## config.mk

```make
export PLATFORM = sky130hd
export DESIGN_NAME = tmr_timers
export DESIGN_NICKNAME = d
export VERILOG_FILES = /design/src/logic/tmr_pkg.sv /design/src/logic/tmr_timers.sv
export VERILOG_INCLUDE_DIRS = /design/src /design/src/logic
export SDC_FILE = /design/constraint.sdc
export NUM_CORES = 1
export LEC_CHECK = 0
export ABC_AREA = 1
export BUFFER_PORTS_ARGS = -buffer_cell sky130_fd_sc_hd__buf_4
export CELL_PAD_IN_SITES_DETAIL_PLACEMENT = 1
export CELL_PAD_IN_SITES_GLOBAL_PLACEMENT = 2
export CORE_AREA = 4 4 151 153
export CTS_BUF_LIST = sky130_fd_sc_hd__clkbuf_4 sky130_fd_sc_hd__clkbuf_8 sky130_fd_sc_hd__clkbuf_16
export DETAILED_ROUTE_END_ITERATION = 8
export DIE_AREA = 0 0 155 157
export PLACE_DENSITY_LB_ADDON = 0.1
export SKIP_CTS_REPAIR_TIMING = 1
export SYNTH_ARGS = -nofsm -noshare
export SYNTH_HDL_FRONTEND = slang
export SYNTH_SLANG_ARGS = --single-unit
```

## constraint.sdc

```tcl
create_clock -name clk_i -period 2.25 [get_ports clk_i]
set_input_delay 0.45 -clock clk_i [delete_from_list [all_inputs] [get_ports clk_i]]
set_output_delay 0.45 -clock clk_i [all_outputs]
set_load 0.02 [all_outputs]
```

## src/logic/tmr_params.svh

```systemverilog
// tmr_params.svh: register offsets, field positions and reset values
// assumes: included by bare name from the timer package, the monitor and the bench
`ifndef TMR_PARAMS_SVH
`define TMR_PARAMS_SVH

`define TMR_A_T2CTL   4'h0
`define TMR_A_T2LO    4'h1
`define TMR_A_T2HI    4'h2
`define TMR_A_CRLO    4'h3
`define TMR_A_CRHI    4'h4
`define TMR_A_T01CTL  4'h5
`define TMR_A_T01MODE 4'h6
`define TMR_A_T0LO    4'h7
`define TMR_A_T0HI    4'h8
`define TMR_A_T1LO    4'h9
`define TMR_A_T1HI    4'hA
`define TMR_A_PWRCTL  4'hB

`define TMR_B_TF2   7
`define TMR_B_T2_EXTERNAL_FLAG  6
`define TMR_B_RCLK  5
`define TMR_B_UART_A_TX_CLOCK_SELECT  4
`define TMR_B_T2_EXTERNAL_ENABLE 3
`define TMR_B_TR2   2
`define TMR_B_CT2   1
`define TMR_B_CPRL2 0

`define TMR_B_TF1 3
`define TMR_B_TR1 2
`define TMR_B_TF0 1
`define TMR_B_TR0 0

`define TMR_B_M0LO  0
`define TMR_B_M0HI  1
`define TMR_B_CT0   2
`define TMR_B_GATE0 3
`define TMR_B_M1LO  4
`define TMR_B_M1HI  5
`define TMR_B_CT1   6
`define TMR_B_GATE1 7

`define TMR_B_UART_B_RX_CLOCK_SELECT 1
`define TMR_B_UART_B_TX_CLOCK_SELECT 0

`define TMR_RST8  8'h00
`define TMR_ONE8  8'h01
`define TMR_ONE16 16'h0001
`define TMR_FF8   8'hFF
`define TMR_FF16  16'hFFFF

`endif

```

## src/logic/tmr_pkg.sv

```systemverilog
// tmr_pkg.sv: types shared by the timer block
// assumes: tmr_params.svh sits on the include path
`include "tmr_params.svh"
package tmr_pkg;
  typedef logic [7:0]  tmr_byte_t;
  typedef logic [3:0]  tmr_addr_t;
  typedef enum logic [1:0] {
    TMR_M_13BIT,
    TMR_M_16BIT,
    TMR_M_RELOAD8,
    TMR_M_SPLIT
  } tmr_mode_e;
endpackage : tmr_pkg

```

## src/logic/tmr_timers.sv

```systemverilog
// tmr_timers.sv: timers 0/1 (reload and split modes) and timer 2
// assumes: one 200 MHz clock, core-side register port, pins are async
//
// Function
// RULE1: t0/t1 reload mode: low byte counts, reloads
// RULE2: reload mode leaves the high byte untouched
// RULE3: timer 1 in mode 3 holds count
// RULE4: t0 mode 3 low byte uses t0 controls
// RULE5: t0 high byte counts cycles, t1 run/flag
// RULE6: timer 1 mode 3 stops it, baud continues
// RULE7: t2 counts clock or count-input falling edges
// RULE8: capture mode: 16-bit up count, overflow flag
// RULE9: capture on trigger falling edge, external flag
// RULE10: auto-reload mode: rollover sets flag, reloads 16
// RULE11: trigger edge also reloads in auto-reload
// RULE12: baud mode never sets t2 overflow flag
// RULE13: baud mode ignores select, always reloads
// RULE14: baud mode trigger only sets external flag
// RULE15: t2 flags set by hardware, software clears
// RULE16: uart a rx clock: t2 or t1 overflow
// RULE17: uart a tx clock: t2 or t1 overflow
// RULE18: uart b selects held in power control
// RULE19: t2 counts only while run bit set
// RULE20: either t2 flag requests t2 interrupt
// RULE21: t0/t1 flags cleared on vector acknowledge
// RULE22: t0/t1 run gated by gate and input
// RULE23: pins synchronised, falling edge by samples
// RULE24: t2 state resets to zero
//
// The register offsets and the plain strobed port were left to the implementer.
`timescale 1ns/1ps
`default_nettype none
module tmr_timers
  import tmr_pkg::*;
(
  input  wire logic      clk_i,
  input  wire logic      rst_i,
  input  wire tmr_addr_t addr_i,
  input  wire tmr_byte_t wdata_i,
  input  wire logic      wr_i,
  input  wire logic      rd_i,
  output tmr_byte_t      rdata_o,
  input  wire logic      t0_external_gate_input_i,
  input  wire logic      t1_external_gate_input_i,
  input  wire logic      t0_count_input_i,
  input  wire logic      t1_count_input_i,
  input  wire logic      t2_count_input_i,
  input  wire logic      t2_trigger_input_i,
  input  wire logic      t2_irq_enable_i,
  input  wire logic      t0_vector_ack_i,
  input  wire logic      t1_vector_ack_i,
  output logic           t0_irq_o,
  output logic           t1_irq_o,
  output logic           t2_irq_o,
  output logic           uart_a_rx_clk_o,
  output logic           uart_a_tx_clk_o,
  output logic           uart_b_rx_clk_o,
  output logic           uart_b_tx_clk_o
);

  ////////////////////////////////////////////////////////////////////////
  // pin synchronisers and edge detect
  // 2 flops then a third sample; only stage 2 and 3 feed logic
  logic [5:0] pin_s1_q;
  logic [5:0] pin_s2_q;
  logic [5:0] pin_s3_q;
  wire  [5:0] pin_raw = {t2_trigger_input_i, t2_count_input_i,
                         t1_count_input_i, t0_count_input_i,
                         t1_external_gate_input_i,
                         t0_external_gate_input_i};
  always_ff @(posedge clk_i) begin
    pin_s1_q <= pin_raw;           // [RULE23]
    pin_s2_q <= pin_s1_q;
    pin_s3_q <= pin_s2_q;
  end
  wire [5:0] pin_fall = pin_s3_q & ~pin_s2_q;  // [RULE23]
  wire gate0_lvl = pin_s2_q[0];
  wire gate1_lvl = pin_s2_q[1];
  wire t0_edge   = pin_fall[2];
  wire t1_edge   = pin_fall[3];
  wire t2_edge   = pin_fall[4];
  wire trig_edge = pin_fall[5];

  ////////////////////////////////////////////////////////////////////////
  // registers
  tmr_byte_t t2ctl_q;
  tmr_byte_t t2_low_byte_q;
  tmr_byte_t t2_high_byte_q;
  tmr_byte_t capture_reload_low_q;
  tmr_byte_t capture_reload_high_q;
  tmr_byte_t t01ctl_q;
  tmr_byte_t t01mode_q;
  tmr_byte_t t0_low_byte_q;
  tmr_byte_t t0_high_byte_q;
  tmr_byte_t t1_low_byte_q;
  tmr_byte_t t1_high_byte_q;
  logic [1:0] pwrctl_q;
  tmr_byte_t rdata_q;

  wire wr_t2ctl  = wr_i && addr_i == `TMR_A_T2CTL;
  wire wr_t2lo   = wr_i && addr_i == `TMR_A_T2LO;
  wire wr_t2hi   = wr_i && addr_i == `TMR_A_T2HI;
  wire wr_crlo   = wr_i && addr_i == `TMR_A_CRLO;
  wire wr_crhi   = wr_i && addr_i == `TMR_A_CRHI;
  wire wr_t01ctl = wr_i && addr_i == `TMR_A_T01CTL;
  wire wr_t01md  = wr_i && addr_i == `TMR_A_T01MODE;
  wire wr_t0lo   = wr_i && addr_i == `TMR_A_T0LO;
  wire wr_t0hi   = wr_i && addr_i == `TMR_A_T0HI;
  wire wr_t1lo   = wr_i && addr_i == `TMR_A_T1LO;
  wire wr_t1hi   = wr_i && addr_i == `TMR_A_T1HI;
  wire wr_pwr    = wr_i && addr_i == `TMR_A_PWRCTL;

  ////////////////////////////////////////////////////////////////////////
  // timers 0 and 1
  tmr_mode_e mode0;
  tmr_mode_e mode1;
  assign mode0 = tmr_mode_e'({t01mode_q[`TMR_B_M0HI], t01mode_q[`TMR_B_M0LO]});
  assign mode1 = tmr_mode_e'({t01mode_q[`TMR_B_M1HI], t01mode_q[`TMR_B_M1LO]});
  wire split0 = mode0 == TMR_M_SPLIT;
  wire tr0 = t01ctl_q[`TMR_B_TR0];
  wire tr1 = t01ctl_q[`TMR_B_TR1];
  // a counter ticks on every clock (timer) or on a pin fall (counter)
  wire tick0 = t01mode_q[`TMR_B_CT0] ? t0_edge : 1'b1;
  wire tick1 = t01mode_q[`TMR_B_CT1] ? t1_edge : 1'b1;
  wire run0  = tr0 && (!t01mode_q[`TMR_B_GATE0] || gate0_lvl); // [RULE22]
  // in split mode timer 1 loses its run bit to timer 0's high byte
  wire run1  = (split0 || tr1) &&
               (!t01mode_q[`TMR_B_GATE1] || gate1_lvl);        // [RULE22]
  wire cnt0  = run0 && tick0;                                  // [RULE4]
  wire cnt1  = run1 && tick1 && mode1 != TMR_M_SPLIT; // [RULE3] [RULE6]
  wire cnt0h = split0 && tr1;                                  // [RULE5]

  wire [15:0] t0_full  = {t0_high_byte_q, t0_low_byte_q};
  wire [15:0] t1_full  = {t1_high_byte_q, t1_low_byte_q};
  wire t0_lo_ovf  = t0_low_byte_q == `TMR_FF8;
  wire t1_lo_ovf  = t1_low_byte_q == `TMR_FF8;
  wire t0_hi_ovf  = t0_high_byte_q == `TMR_FF8;
  wire t1_hi_ovf  = t1_high_byte_q == `TMR_FF8;
  wire t0_16_ovf  = t0_full == `TMR_FF16;
  wire t1_16_ovf  = t1_full == `TMR_FF16;
  wire t0_13_ovf  = t0_hi_ovf && t0_low_byte_q[4:0] == 5'h1F;
  wire t1_13_ovf  = t1_hi_ovf && t1_low_byte_q[4:0] == 5'h1F;

  logic ovf0;
  logic ovf1;
  logic ovf0h;
  tmr_byte_t t0lo_d;
  tmr_byte_t t0hi_d;
  tmr_byte_t t1lo_d;
  tmr_byte_t t1hi_d;
  always_comb begin
    t0lo_d = t0_low_byte_q;
    t0hi_d = t0_high_byte_q;
    ovf0   = 1'b0;
    case (mode0)
      TMR_M_13BIT: if (cnt0) begin
        t0lo_d = {3'h0, t0_low_byte_q[4:0] + 5'h01};
        if (t0_low_byte_q[4:0] == 5'h1F) t0hi_d = t0_high_byte_q + `TMR_ONE8;
        ovf0 = t0_13_ovf;
      end
      TMR_M_16BIT: if (cnt0) begin
        {t0hi_d, t0lo_d} = t0_full + `TMR_ONE16;
        ovf0 = t0_16_ovf;
      end
      TMR_M_RELOAD8: if (cnt0) begin
        // high byte is never written here
        t0lo_d = t0_lo_ovf ? t0_high_byte_q                    // [RULE2]
                           : t0_low_byte_q + `TMR_ONE8;         // [RULE1]
        ovf0   = t0_lo_ovf;                                     // [RULE1]
      end
      TMR_M_SPLIT: begin
        if (cnt0) t0lo_d = t0_low_byte_q + `TMR_ONE8;           // [RULE4]
        ovf0 = cnt0 && t0_lo_ovf;                               // [RULE4]
        if (cnt0h) t0hi_d = t0_high_byte_q + `TMR_ONE8;         // [RULE5]
      end
      default: ;
    endcase
  end
  assign ovf0h = cnt0h && t0_hi_ovf;                            // [RULE5]

  always_comb begin
    t1lo_d = t1_low_byte_q;
    t1hi_d = t1_high_byte_q;
    ovf1   = 1'b0;
    if (cnt1) begin
      case (mode1)
        TMR_M_13BIT: begin
          t1lo_d = {3'h0, t1_low_byte_q[4:0] + 5'h01};
          if (t1_low_byte_q[4:0] == 5'h1F) t1hi_d = t1_high_byte_q + `TMR_ONE8;
          ovf1 = t1_13_ovf;
        end
        TMR_M_16BIT: begin
          {t1hi_d, t1lo_d} = t1_full + `TMR_ONE16;
          ovf1 = t1_16_ovf;
        end
        TMR_M_RELOAD8: begin
          t1lo_d = t1_lo_ovf ? t1_high_byte_q                   // [RULE2]
                             : t1_low_byte_q + `TMR_ONE8;        // [RULE1]
          ovf1   = t1_lo_ovf;                                    // [RULE1]
        end
        default: ;                                              // [RULE3]
      endcase
    end
  end

  // with timer 0 split, timer 1 overflow still clocks the uarts but its
  // flag belongs to timer 0's high byte
  wire tf1_set = split0 ? ovf0h : ovf1; // [RULE5] [RULE6]
  tmr_byte_t t01ctl_d;
  always_comb begin
    t01ctl_d = wr_t01ctl ? wdata_i : t01ctl_q;
    if (t0_vector_ack_i) t01ctl_d[`TMR_B_TF0] = 1'b0;           // [RULE21]
    if (t1_vector_ack_i) t01ctl_d[`TMR_B_TF1] = 1'b0;           // [RULE21]
    if (ovf0)    t01ctl_d[`TMR_B_TF0] = 1'b1;                   // [RULE21]
    if (tf1_set) t01ctl_d[`TMR_B_TF1] = 1'b1;                   // [RULE21]
  end

  ////////////////////////////////////////////////////////////////////////
  // timer 2
  wire sel_rx_a = t2ctl_q[`TMR_B_RCLK];
  wire sel_tx_a = t2ctl_q[`TMR_B_UART_A_TX_CLOCK_SELECT];
  wire sel_rx_b = pwrctl_q[`TMR_B_UART_B_RX_CLOCK_SELECT];                        // [RULE18]
  wire sel_tx_b = pwrctl_q[`TMR_B_UART_B_TX_CLOCK_SELECT];                        // [RULE18]
  wire baud     = sel_rx_a | sel_tx_a | sel_rx_b | sel_tx_b;     // [RULE12]
  wire t2_external_enable    = t2ctl_q[`TMR_B_T2_EXTERNAL_ENABLE];
  wire capture  = t2ctl_q[`TMR_B_CPRL2] && !baud;                // [RULE13]
  wire tick2    = t2ctl_q[`TMR_B_CT2] ? t2_edge : 1'b1;          // [RULE7]
  wire cnt2     = t2ctl_q[`TMR_B_TR2] && tick2;                  // [RULE19]
  wire [15:0] t2_full = {t2_high_byte_q, t2_low_byte_q};
  wire [15:0] cr_full = {capture_reload_high_q, capture_reload_low_q};
  wire ovf2     = cnt2 && t2_full == `TMR_FF16;
  wire ext_ev   = t2_external_enable && trig_edge;
  wire do_cap   = ext_ev && capture && !baud; // [RULE9] [RULE14]
  wire do_rld   = !capture &&                        // [RULE10] [RULE13]
                  (ovf2 || (ext_ev && !baud));       // [RULE11] [RULE14]

  logic [15:0] t2_d;
  always_comb begin
    t2_d = {wr_t2hi ? wdata_i : t2_high_byte_q,
            wr_t2lo ? wdata_i : t2_low_byte_q};
    if (do_rld) t2_d = cr_full;                                  // [RULE10]
    else if (cnt2) t2_d = t2_full + `TMR_ONE16;                  // [RULE8]
  end

  logic [15:0] cr_d;
  always_comb begin
    cr_d = {wr_crhi ? wdata_i : capture_reload_high_q,
            wr_crlo ? wdata_i : capture_reload_low_q};
    if (do_cap) cr_d = t2_full;                                  // [RULE9]
  end

  // hardware set wins over a software write in the same cycle
  tmr_byte_t t2ctl_d;
  always_comb begin
    t2ctl_d = wr_t2ctl ? wdata_i : t2ctl_q;                      // [RULE15]
    if (ovf2 && !baud) t2ctl_d[`TMR_B_TF2] = 1'b1; // [RULE8] [RULE12]
    if (ext_ev) t2ctl_d[`TMR_B_T2_EXTERNAL_FLAG] = 1'b1; // [RULE9] [RULE14]
  end

  ////////////////////////////////////////////////////////////////////////
  // state
  always_ff @(posedge clk_i) begin
    if (rst_i) begin
      t2ctl_q               <= `TMR_RST8;                        // [RULE24]
      {t2_high_byte_q, t2_low_byte_q} <= {`TMR_RST8, `TMR_RST8};
      {capture_reload_high_q, capture_reload_low_q}
                            <= {`TMR_RST8, `TMR_RST8};
      t01ctl_q              <= `TMR_RST8;
      t01mode_q             <= `TMR_RST8;
      {t0_high_byte_q, t0_low_byte_q} <= {`TMR_RST8, `TMR_RST8};
      {t1_high_byte_q, t1_low_byte_q} <= {`TMR_RST8, `TMR_RST8};
      pwrctl_q              <= 2'h0;
    end else begin
      t2ctl_q               <= t2ctl_d;
      {t2_high_byte_q, t2_low_byte_q} <= t2_d;
      {capture_reload_high_q, capture_reload_low_q} <= cr_d;
      t01ctl_q              <= t01ctl_d;
      if (wr_t01md) t01mode_q <= wdata_i;
      t0_low_byte_q  <= wr_t0lo ? wdata_i : t0lo_d;
      t0_high_byte_q <= wr_t0hi ? wdata_i : t0hi_d;
      t1_low_byte_q  <= wr_t1lo ? wdata_i : t1lo_d;
      t1_high_byte_q <= wr_t1hi ? wdata_i : t1hi_d;
      if (wr_pwr) pwrctl_q <= wdata_i[1:0];
    end
  end

  ////////////////////////////////////////////////////////////////////////
  // read port: data one cycle after the strobe, zero elsewhere
  tmr_byte_t rd_mux;
  always_comb begin
    case (addr_i)
      `TMR_A_T2CTL:   rd_mux = t2ctl_q;
      `TMR_A_T2LO:    rd_mux = t2_low_byte_q;
      `TMR_A_T2HI:    rd_mux = t2_high_byte_q;
      `TMR_A_CRLO:    rd_mux = capture_reload_low_q;
      `TMR_A_CRHI:    rd_mux = capture_reload_high_q;
      `TMR_A_T01CTL:  rd_mux = t01ctl_q;
      `TMR_A_T01MODE: rd_mux = t01mode_q;
      `TMR_A_T0LO:    rd_mux = t0_low_byte_q;
      `TMR_A_T0HI:    rd_mux = t0_high_byte_q;
      `TMR_A_T1LO:    rd_mux = t1_low_byte_q;
      `TMR_A_T1HI:    rd_mux = t1_high_byte_q;
      `TMR_A_PWRCTL:  rd_mux = {6'h00, pwrctl_q};
      default:        rd_mux = `TMR_RST8;
    endcase
  end
  always_ff @(posedge clk_i) begin
    if (rst_i) rdata_q <= `TMR_RST8;
    else       rdata_q <= rd_i ? rd_mux : `TMR_RST8;
  end
  assign rdata_o = rdata_q;

  ////////////////////////////////////////////////////////////////////////
  // outputs
  assign t0_irq_o = t01ctl_q[`TMR_B_TF0];
  assign t1_irq_o = t01ctl_q[`TMR_B_TF1];
  assign t2_irq_o = t2_irq_enable_i &&
                    (t2ctl_q[`TMR_B_TF2] || t2ctl_q[`TMR_B_T2_EXTERNAL_FLAG]); // [RULE20]
  // timer 1 overflow keeps clocking the uarts even when its flag is lent
  wire t2_bclk = cnt2 && t2_full == `TMR_FF16;
  assign uart_a_rx_clk_o = sel_rx_a ? t2_bclk : ovf1;            // [RULE16]
  assign uart_a_tx_clk_o = sel_tx_a ? t2_bclk : ovf1;            // [RULE17]
  assign uart_b_rx_clk_o = sel_rx_b ? t2_bclk : ovf1;            // [RULE18]
  assign uart_b_tx_clk_o = sel_tx_b ? t2_bclk : ovf1;            // [RULE18]

endmodule : tmr_timers
`default_nettype wire

```

==> reports/results.md, run 1 <==
| Item | Value |
| --- | --- |
| Vias in the first global route | 7,880 |
| Fill cell total of the finished layout | 2,898 |
| Worst reg-to-reg path cell count | 12 |
| Area of the multi-input gates | 4170 um2 |
| Core Area | 21,600 um2 |
| Total leakage power | 4.01 nW |
| Min setup slack post-route | -0.0973 ns |
| Most common library cell in the layout ignoring fill and taps | nand2_1 |
| Signed area change from the synthesized netlist to the final layout | 24.5% |
| Die ar. | 24,300 um2 |
| Via total after detailed routing | 8,038 |
| Initial core utilization | 33.4% |
| Pin count of the biggest net entering global routing | 61 |
| Flop2flop setup slack | 0.21 ns |
| Ys Warns | 0 |
| Combinational fraction of design power | 10.8% |
| Power Internal | 3.81 mW |
| Clk slew on worst S/H paths | 0.06 ns |
| Die boundary width | 155 um |
| Result of the run | finished with violations |
| Combined global-route utilization of all metal layers | 25.2% |
| Detailed Routing Iterations Pass 1 | 5 |
| Top-level I/O count | 40 |
| Part of the total power dissipated in the clock network | 49.8% |
| Detailed router's first-iteration violation count | 464 |
| Worst path arrival time | 1.90 ns |
| Cell Area, Synth | 7190 um2 |
| Accumulated negative setup slack | -0.336 ns |
| Predominant post-synthesis flop cell | dfxtp_1 |
| Slew at the pin with the worst max-slew slack | 0.712 ns |
| Setup Skew | 0.0108 ns |
| Synthesized instance count | 1,163 |
| Routed length per placed instance | 20.1 um |
| Worst endpoint required time | 1.80 ns |
| Hold Violations, Final | 0 |
| Achievable clock frequency | 0.426 GHz |
| Standard-cell rows | 54 |
| Post-Place Worst Slack | 0.144 ns |
| Clock latency reported for the late side of the worst-skew pair | 0.43 ns |
| Ratio of total power to cell area | 604 nW/um2 |
| Commonest cells after routing, fill and taps aside | nand2_1 (252), inv_1 (175), nor2_1 (115), dfxtp_1 (105), buf_4 (94) |
| FF-to-FF Start | t01mode_q[1] |
| Violated checks | negative setup slack |
| TritonCTS clock tree | built |
| Total number of nets in the final design | 1,290 |
| Cts bufs inserted | 17 |
| End point of the most critical hold path | pin_s1_q[5] |
| Height of the die | 157 um |
| Max H-tree Level | 4 |
| Post-DP HPWL | 23,300 um |
| Async SR Flop Fraction | 0% |
| Post-synthesis register bit count | 114 |
| Post-synthesis cell type count | 35 |
| Worst hold path type | in2reg |
| Classification of the worst setup path | reg2out |
| Worst hold path startpoint | t2_trigger_input_i |
| Final slew viol count | 0 |
| Initial antenna violation count | 0 |
| First-pass GRT wire length | 46,600 um |
| TritonCTS sink count | 114 |
| Number of cells traversed by the worst hold path | 1 |
| Sequential share of the synthesized area | 31.7% |
| Tcrit/Tclk final | 104% |
| Share of post-route cells with drive strength above 1 | 17.5% |
| Number of antenna-violating nets in the routed design | 0 |
| Syn nets | 1,203 |
| Residual overflow from global routing | 0 |
| Critical path peak fanout | 4 |
| Worst supply voltage drop on vdd | 437 uV |
| Max_slew headroom | 52.5% |
| Setup violations, final | 4 |
| Mean area per synthesized cell | 6.19 um2 |
| Worst reg2reg endpoint | t0_low_byte_q[3] |
| Switching power share of the total | 29.5% |
| Net switching power figure | 1.60 mW |
| Setup crit start kind | flip-flop |
| CP endpoint kind | primary output |
| Number of diodes added for antenna fixing | 0 |
| Number of I/O port buffers | 39 |
| Reg power frac | 39.4% |
| Max-Cap Viols | 0 |
| Root cell of the clock tree | clkbuf_16 |
| Drt drc | 0 |
| Post-synth EDFFs | 0 |
| Final GP Congestion | 0.880 |
| Sequential standard cell area | 2300 um2 |
| Shortest clock period the worst path allows after layout | 2.35 ns |
| Aggregate routed wire length | 31,000 um |
| Via-per-instance ratio | 5.21 |
| RSZ-0062 raised after global routing | yes |
| Longest Clk Path Bufs | 2 |
-- logic make-up after synthesis --
group / synth area share (%)
DFF: 31.7
and+or+nand+nor: 30.2
adders and majority gates: 2.61
AOI/OAI and AO/OA: 21.6
xor gates and xnor gates: 1.22
buffers and inverters: 12.7
-- state kept, by name, summed over array words and instances (netlist names) --
| register | count |
|---|---|
| capture_reload_high_q | 8 |
| capture_reload_low_q | 8 |
| pin_s1_q | 6 |
| pin_s2_q | 6 |
| pin_s3_q | 4 |
| pwrctl_q | 2 |
| rdata_o | 8 |
| t01ctl_q | 8 |
| t01mode_q | 8 |
| t0_high_byte_q | 8 |
| t0_low_byte_q | 8 |
| t1_high_byte_q | 8 |
| t1_low_byte_q | 8 |
| t2_high_byte_q | 8 |
| t2_low_byte_q | 8 |
| t2ctl_q | 8 |
-- power groups by stage --
stage	Sequential (mW)	Clock [mW]	Combinational [mW]
after floorplan	2.17	0	0.305
after global placement	2.17	0	0.566
after detailed placement	2.17	0	0.570
after CTS	2.13	2.74	0.574
after global routing	2.14	2.84	0.639
final	2.13	2.69	0.584
-- Yosys cell counts, types with 2 or more instances --
library cell | instances | area, um2
o21ai_1 | 55 | 275
o21ai_2 | 2 | 17.5
nand2_4 | 2 | 22.5
nor2_4 | 6 | 67.6
nand2_1 | 258 | 968
xor2_1 | 9 | 78.8
o21bai_1 | 3 | 22.5
inv_1 | 178 | 668
or2_1 | 2 | 12.5
o21a_1 | 2 | 15.0
nor3_1 | 7 | 35.0
clkinv_1 | 6 | 22.5
buf_4 | 3 | 22.5
o21ai_0 | 72 | 360
dfxtp_1 | 114 | 2280
buf_2 | 11 | 55.1
nand3b_1 | 2 | 15.0
a211oi_1 | 5 | 37.5
o211ai_1 | 7 | 52.6
clkbuf_1 | 17 | 63.8
nand4_1 | 13 | 81.3
ha_1 | 15 | 188
nor4_1 | 3 | 18.8
nor2_1 | 120 | 450
inv_2 | 21 | 78.8
o211ai_2 | 7 | 87.6
a21oi_1 | 79 | 395
a31oi_1 | 5 | 31.3
nand2_2 | 7 | 43.8
nor2_2 | 7 | 43.8
nand3_1 | 81 | 405
o22ai_1 | 41 | 257
-- area by class of cell --
| type | instances | area share [%] |
|---|---|---|
| multi-input cells | 812 | 46.6 |
| flip-flops and latches | 114 | 25.7 |
| repair buffers | 100 | 8.83 |
| inverters | 205 | 8.65 |
| clock buffers | 18 | 4.83 |
| well taps | 280 | 3.91 |
| clock inverters | 14 | 1.52 |
-- worst max-delay path by stage --
stage / slack, ns / cells after the start / endpoint / startpoint
final: -0.1 / 10 / uart_a_rx_clk_o / t1_low_byte_q[1]
after global routing: -0.18 / 10 / uart_a_rx_clk_o / t1_low_byte_q[1]
after CTS: -0.35 / 8 / uart_a_tx_clk_o / t1_high_byte_q[1]
after detailed placement: 0.14 / 10 / uart_a_tx_clk_o / t1_low_byte_q[0]
after global placement: 0.21 / 8 / capture_reload_high_q[6] / addr_i[0]
after floorplan: 0.25 / 9 / uart_a_rx_clk_o / t1_low_byte_q[0]
-- stage by stage --
| step | area (um2) | hold slack [ns] | total power, mW | instances | util (%) |
|---|---|---|---|---|---|
| 2_1_floorplan | 7190 | 0.310 | 2.47 | 1163 | - |
| 3_3_place_gp | 8140 | 0.312 | 2.74 | 1506 | 37.8 |
| 3_5_place_dp | 8140 | 0.313 | 2.74 | 1506 | 37.8 |
| 4_1_cts | 8710 | 0.105 | 5.44 | 1538 | 40.4 |
| 5_1_grt | 8950 | 0.104 | 5.62 | 1543 | 41.5 |
| 6_report | 8950 | 0.117 | 5.41 | 1543 | 41.5 |
-- metal layers --
layer,up-vias,share of wire (%),global-route usage [%],wire length [um]
met5,-,0,0,0
met4,0,1.9,7.28,581
met3,34,4.7,4.21,1460
met2,191,44,39.9,13800
met1,3863,49,35.3,15200
li1,3950,-,-,-
-- worst max-delay path, cell delays in order, from the launching register on --
cell	delay, ns
dfxtp_2	0.37
ha_4	0.16
nand2_4	0.07
inv_4	0.07
nand2_4	0.06
nor2_4	0.12
nand4_1	0.12
nand3_2	0.14
nand2_4	0.09
o21ai_2	0.15
buf_6	0.13
(Power assumes the default switching activity.)
==> inputs of run 2 (changes only) <==
--- a/config.mk
+++ b/config.mk
@@ -15,6 +15,7 @@
 export DETAILED_ROUTE_END_ITERATION = 8
 export DIE_AREA = 0 0 155 157
 export PLACE_DENSITY_LB_ADDON = 0.1
+export RECOVER_POWER = 100
 export SKIP_CTS_REPAIR_TIMING = 1
 export SYNTH_ARGS = -nofsm -noshare
 export SYNTH_HDL_FRONTEND = slang
==> reports/results.md, run 2 (same netlist as run 1, synthesis figures left out) <==
| Item | Value | Delta |
| --- | --- | --- |
| Result of the run | finished with violations |  |
| Violated checks | negative setup slack |  |
| Clk slew on worst S/H paths | 0.06 ns | about the same |
| Worst reg2reg endpoint | t0_low_byte_q[3] |  |
| RSZ-0062 raised after global routing | yes |  |
| Number of antenna-violating nets in the routed design | 0 | unchanged |
| Longest Clk Path Bufs | 2 | unchanged |
| Most common library cell in the layout ignoring fill and taps | nand2_1 |  |
| Number of I/O port buffers | 39 | unchanged |
| Classification of the worst setup path | reg2out |  |
| Slew at the pin with the worst max-slew slack | 0.753 ns | +0.0417 ns |
| Pin count of the biggest net entering global routing | 61 | unchanged |
| Initial antenna violation count | 0 | unchanged |
| Max-Cap Viols | 0 | unchanged |
| Commonest cells after routing, fill and taps aside | nand2_1 (253), inv_1 (176), nor2_1 (116), dfxtp_1 (105) |  |
| Hold Violations, Final | 0 | unchanged |
| Max H-tree Level | 4 | unchanged |
| Max_slew headroom | 49.8% | -2.7 points |
| Share of post-route cells with drive strength above 1 | 16.2% | -1.3 points |
| FF-to-FF Start | t01mode_q[1] |  |
| Aggregate routed wire length | 31,000 um | about the same |
| Setup crit start kind | flip-flop |  |
| Die boundary width | 155 um | unchanged |
| Total leakage power | 3.95 nW | -1.6% |
| Cts bufs inserted | 17 | unchanged |
| Worst endpoint required time | 1.80 ns | about the same |
| Initial core utilization | 33.4% | unchanged |
| Root cell of the clock tree | clkbuf_16 |  |
| Total number of nets in the final design | 1,290 | unchanged |
| Accumulated negative setup slack | -0.362 ns | -0.0256 ns |
| TritonCTS sink count | 114 | unchanged |
| Final core area utilization | 41.2% | -0.34 points |
| Standard-cell rows | 54 | unchanged |
| Vias in the first global route | 7,880 | unchanged |
| Ratio of total power to cell area | 608 nW/um2 | +0.70% |
| Signed area change from the synthesized netlist to the final layout | 23.5% |  |
| Via total after detailed routing | 8,008 | -0.37% |
| Shortest clock period the worst path allows after layout | 2.35 ns | +0.00698 ns |
| TritonCTS clock tree | built |  |
| Number of diodes added for antenna fixing | 0 | unchanged |
| Combined global-route utilization of all metal layers | 25.2% | unchanged |
| Setup Skew | 0.0136 ns | +0.00287 ns |
| Core Area | 21,600 um2 | unchanged |
| Setup crit end | uart_a_rx_clk_o |  |
| Drt drc | 0 | unchanged |
| Clock latency reported for the late side of the worst-skew pair | 0.43 ns | about the same |
| First-pass GRT wire length | 46,600 um | unchanged |
| Worst hold path type | in2reg |  |
| Total Power | 5.40 mW | -0.12% |
| Worst setup path startpoint | t1_low_byte_q[1] |  |
| Top-level I/O count | 40 | unchanged |
| Setup violations, final | 4 | unchanged |
| Detailed router's first-iteration violation count | 482 | +3.9% |
| Min setup slack post-route | -0.104 ns | -0.00698 ns |
| Height of the die | 157 um | unchanged |
| Post-Place Worst Slack | 0.144 ns | unchanged |
| Achievable clock frequency | 0.425 GHz | -0.30% |
| Post-DP HPWL | 23,300 um | unchanged |
| Residual overflow from global routing | 0 | unchanged |
| Worst path arrival time | 1.90 ns | about the same |
| Worst reg-to-reg path cell count | 12 | unchanged |
| Critical path peak fanout | 4 | unchanged |
| Detailed Routing Iterations Pass 1 | 5 | unchanged |
| Final slew viol count | 0 | unchanged |
| Die ar. | 24,300 um2 | unchanged |
| CP endpoint kind | primary output |  |
| Routed length per placed instance | 20.1 um | about the same |
| Via-per-instance ratio | 5.19 | -0.37% |
| Final GP Congestion | 0.880 | unchanged |
| Tcrit/Tclk final | 105% | +0.31 points |
| Worst supply voltage drop on vdd | 437 uV | about the same |
| Flop2flop setup slack | 0.20 ns | about the same |
run 2: changes by cell type in the layout (fill, tap and decap cells not counted), sizes merged:
cell	previous run	this run
buf	100	78
clkbuf	18	40
run 2: cell type report:
type	count	area, um2
Tap cell	280	350
Clock inverter	14	136
Fill cell	2900	12700
Clock buffer	18	433
Sequential cell	114	2300
Inverter	205	774
Multi-Input combinational cell	812	4160
Timing Repair Buffer	100	723
run 2: critical path: stages, from the launching register on:
cell	delay (ns)
dfxtp_2	0.37
ha_4	0.16
nand2_4	0.07
inv_4	0.07
nand2_4	0.06
nor2_4	0.12
nand4_1	0.12
nand3_2	0.14
nand2_4	0.09
o21ai_2	0.15
buf_6	0.13
run 2: worst min path at each step:
stage	start	endpoint	slack, ns	cells past startpoint
floorplan	pin_s1_q[0]	pin_s2_q[0]	0.31	0
global placement	pin_s1_q[0]	pin_s2_q[0]	0.31	0
detailed placement	pin_s1_q[3]	pin_s2_q[3]	0.31	0
CTS	t2_trigger_input_i	pin_s1_q[5]	0.10	1
global route	t2_trigger_input_i	pin_s1_q[5]	0.13	1
finish	t2_trigger_input_i	pin_s1_q[5]	0.14	1
run 2: through the flow:
| stage | area, um2 | instances | hold slack (ns) |
|---|---|---|---|
| 2_1_floorplan | 7190 | 1163 | 0.310 |
| 3_3_place_gp | 8140 | 1506 | 0.312 |
| 3_5_place_dp | 8140 | 1506 | 0.313 |
| 4_1_cts | 8710 | 1538 | 0.105 |
| 5_1_grt | 8880 | 1543 | 0.127 |
| 6_report | 8880 | 1543 | 0.137 |
run 2: report_power, final:
part | switching, mW | internal (mW)
Combinational | 0.391 | 0.183
Clock | 1.15 | 1.54
Sequential | 0.0517 | 2.08
Total | 1.60 | 3.81
run 2: layer usage:
| layer | wire, um | GRT usage (%) | share of wire, % | vias to the layer above |
|---|---|---|---|---|
| met4 | 607 | 7.28 | 2.0 | 0 |
| met3 | 1290 | 4.21 | 4.2 | 34 |
| li1 | - | - | - | 3951 |
| met2 | 13800 | 39.9 | 45 | 171 |
| met1 | 15300 | 35.3 | 49 | 3852 |
| met5 | 0 | 0 | 0 | - |
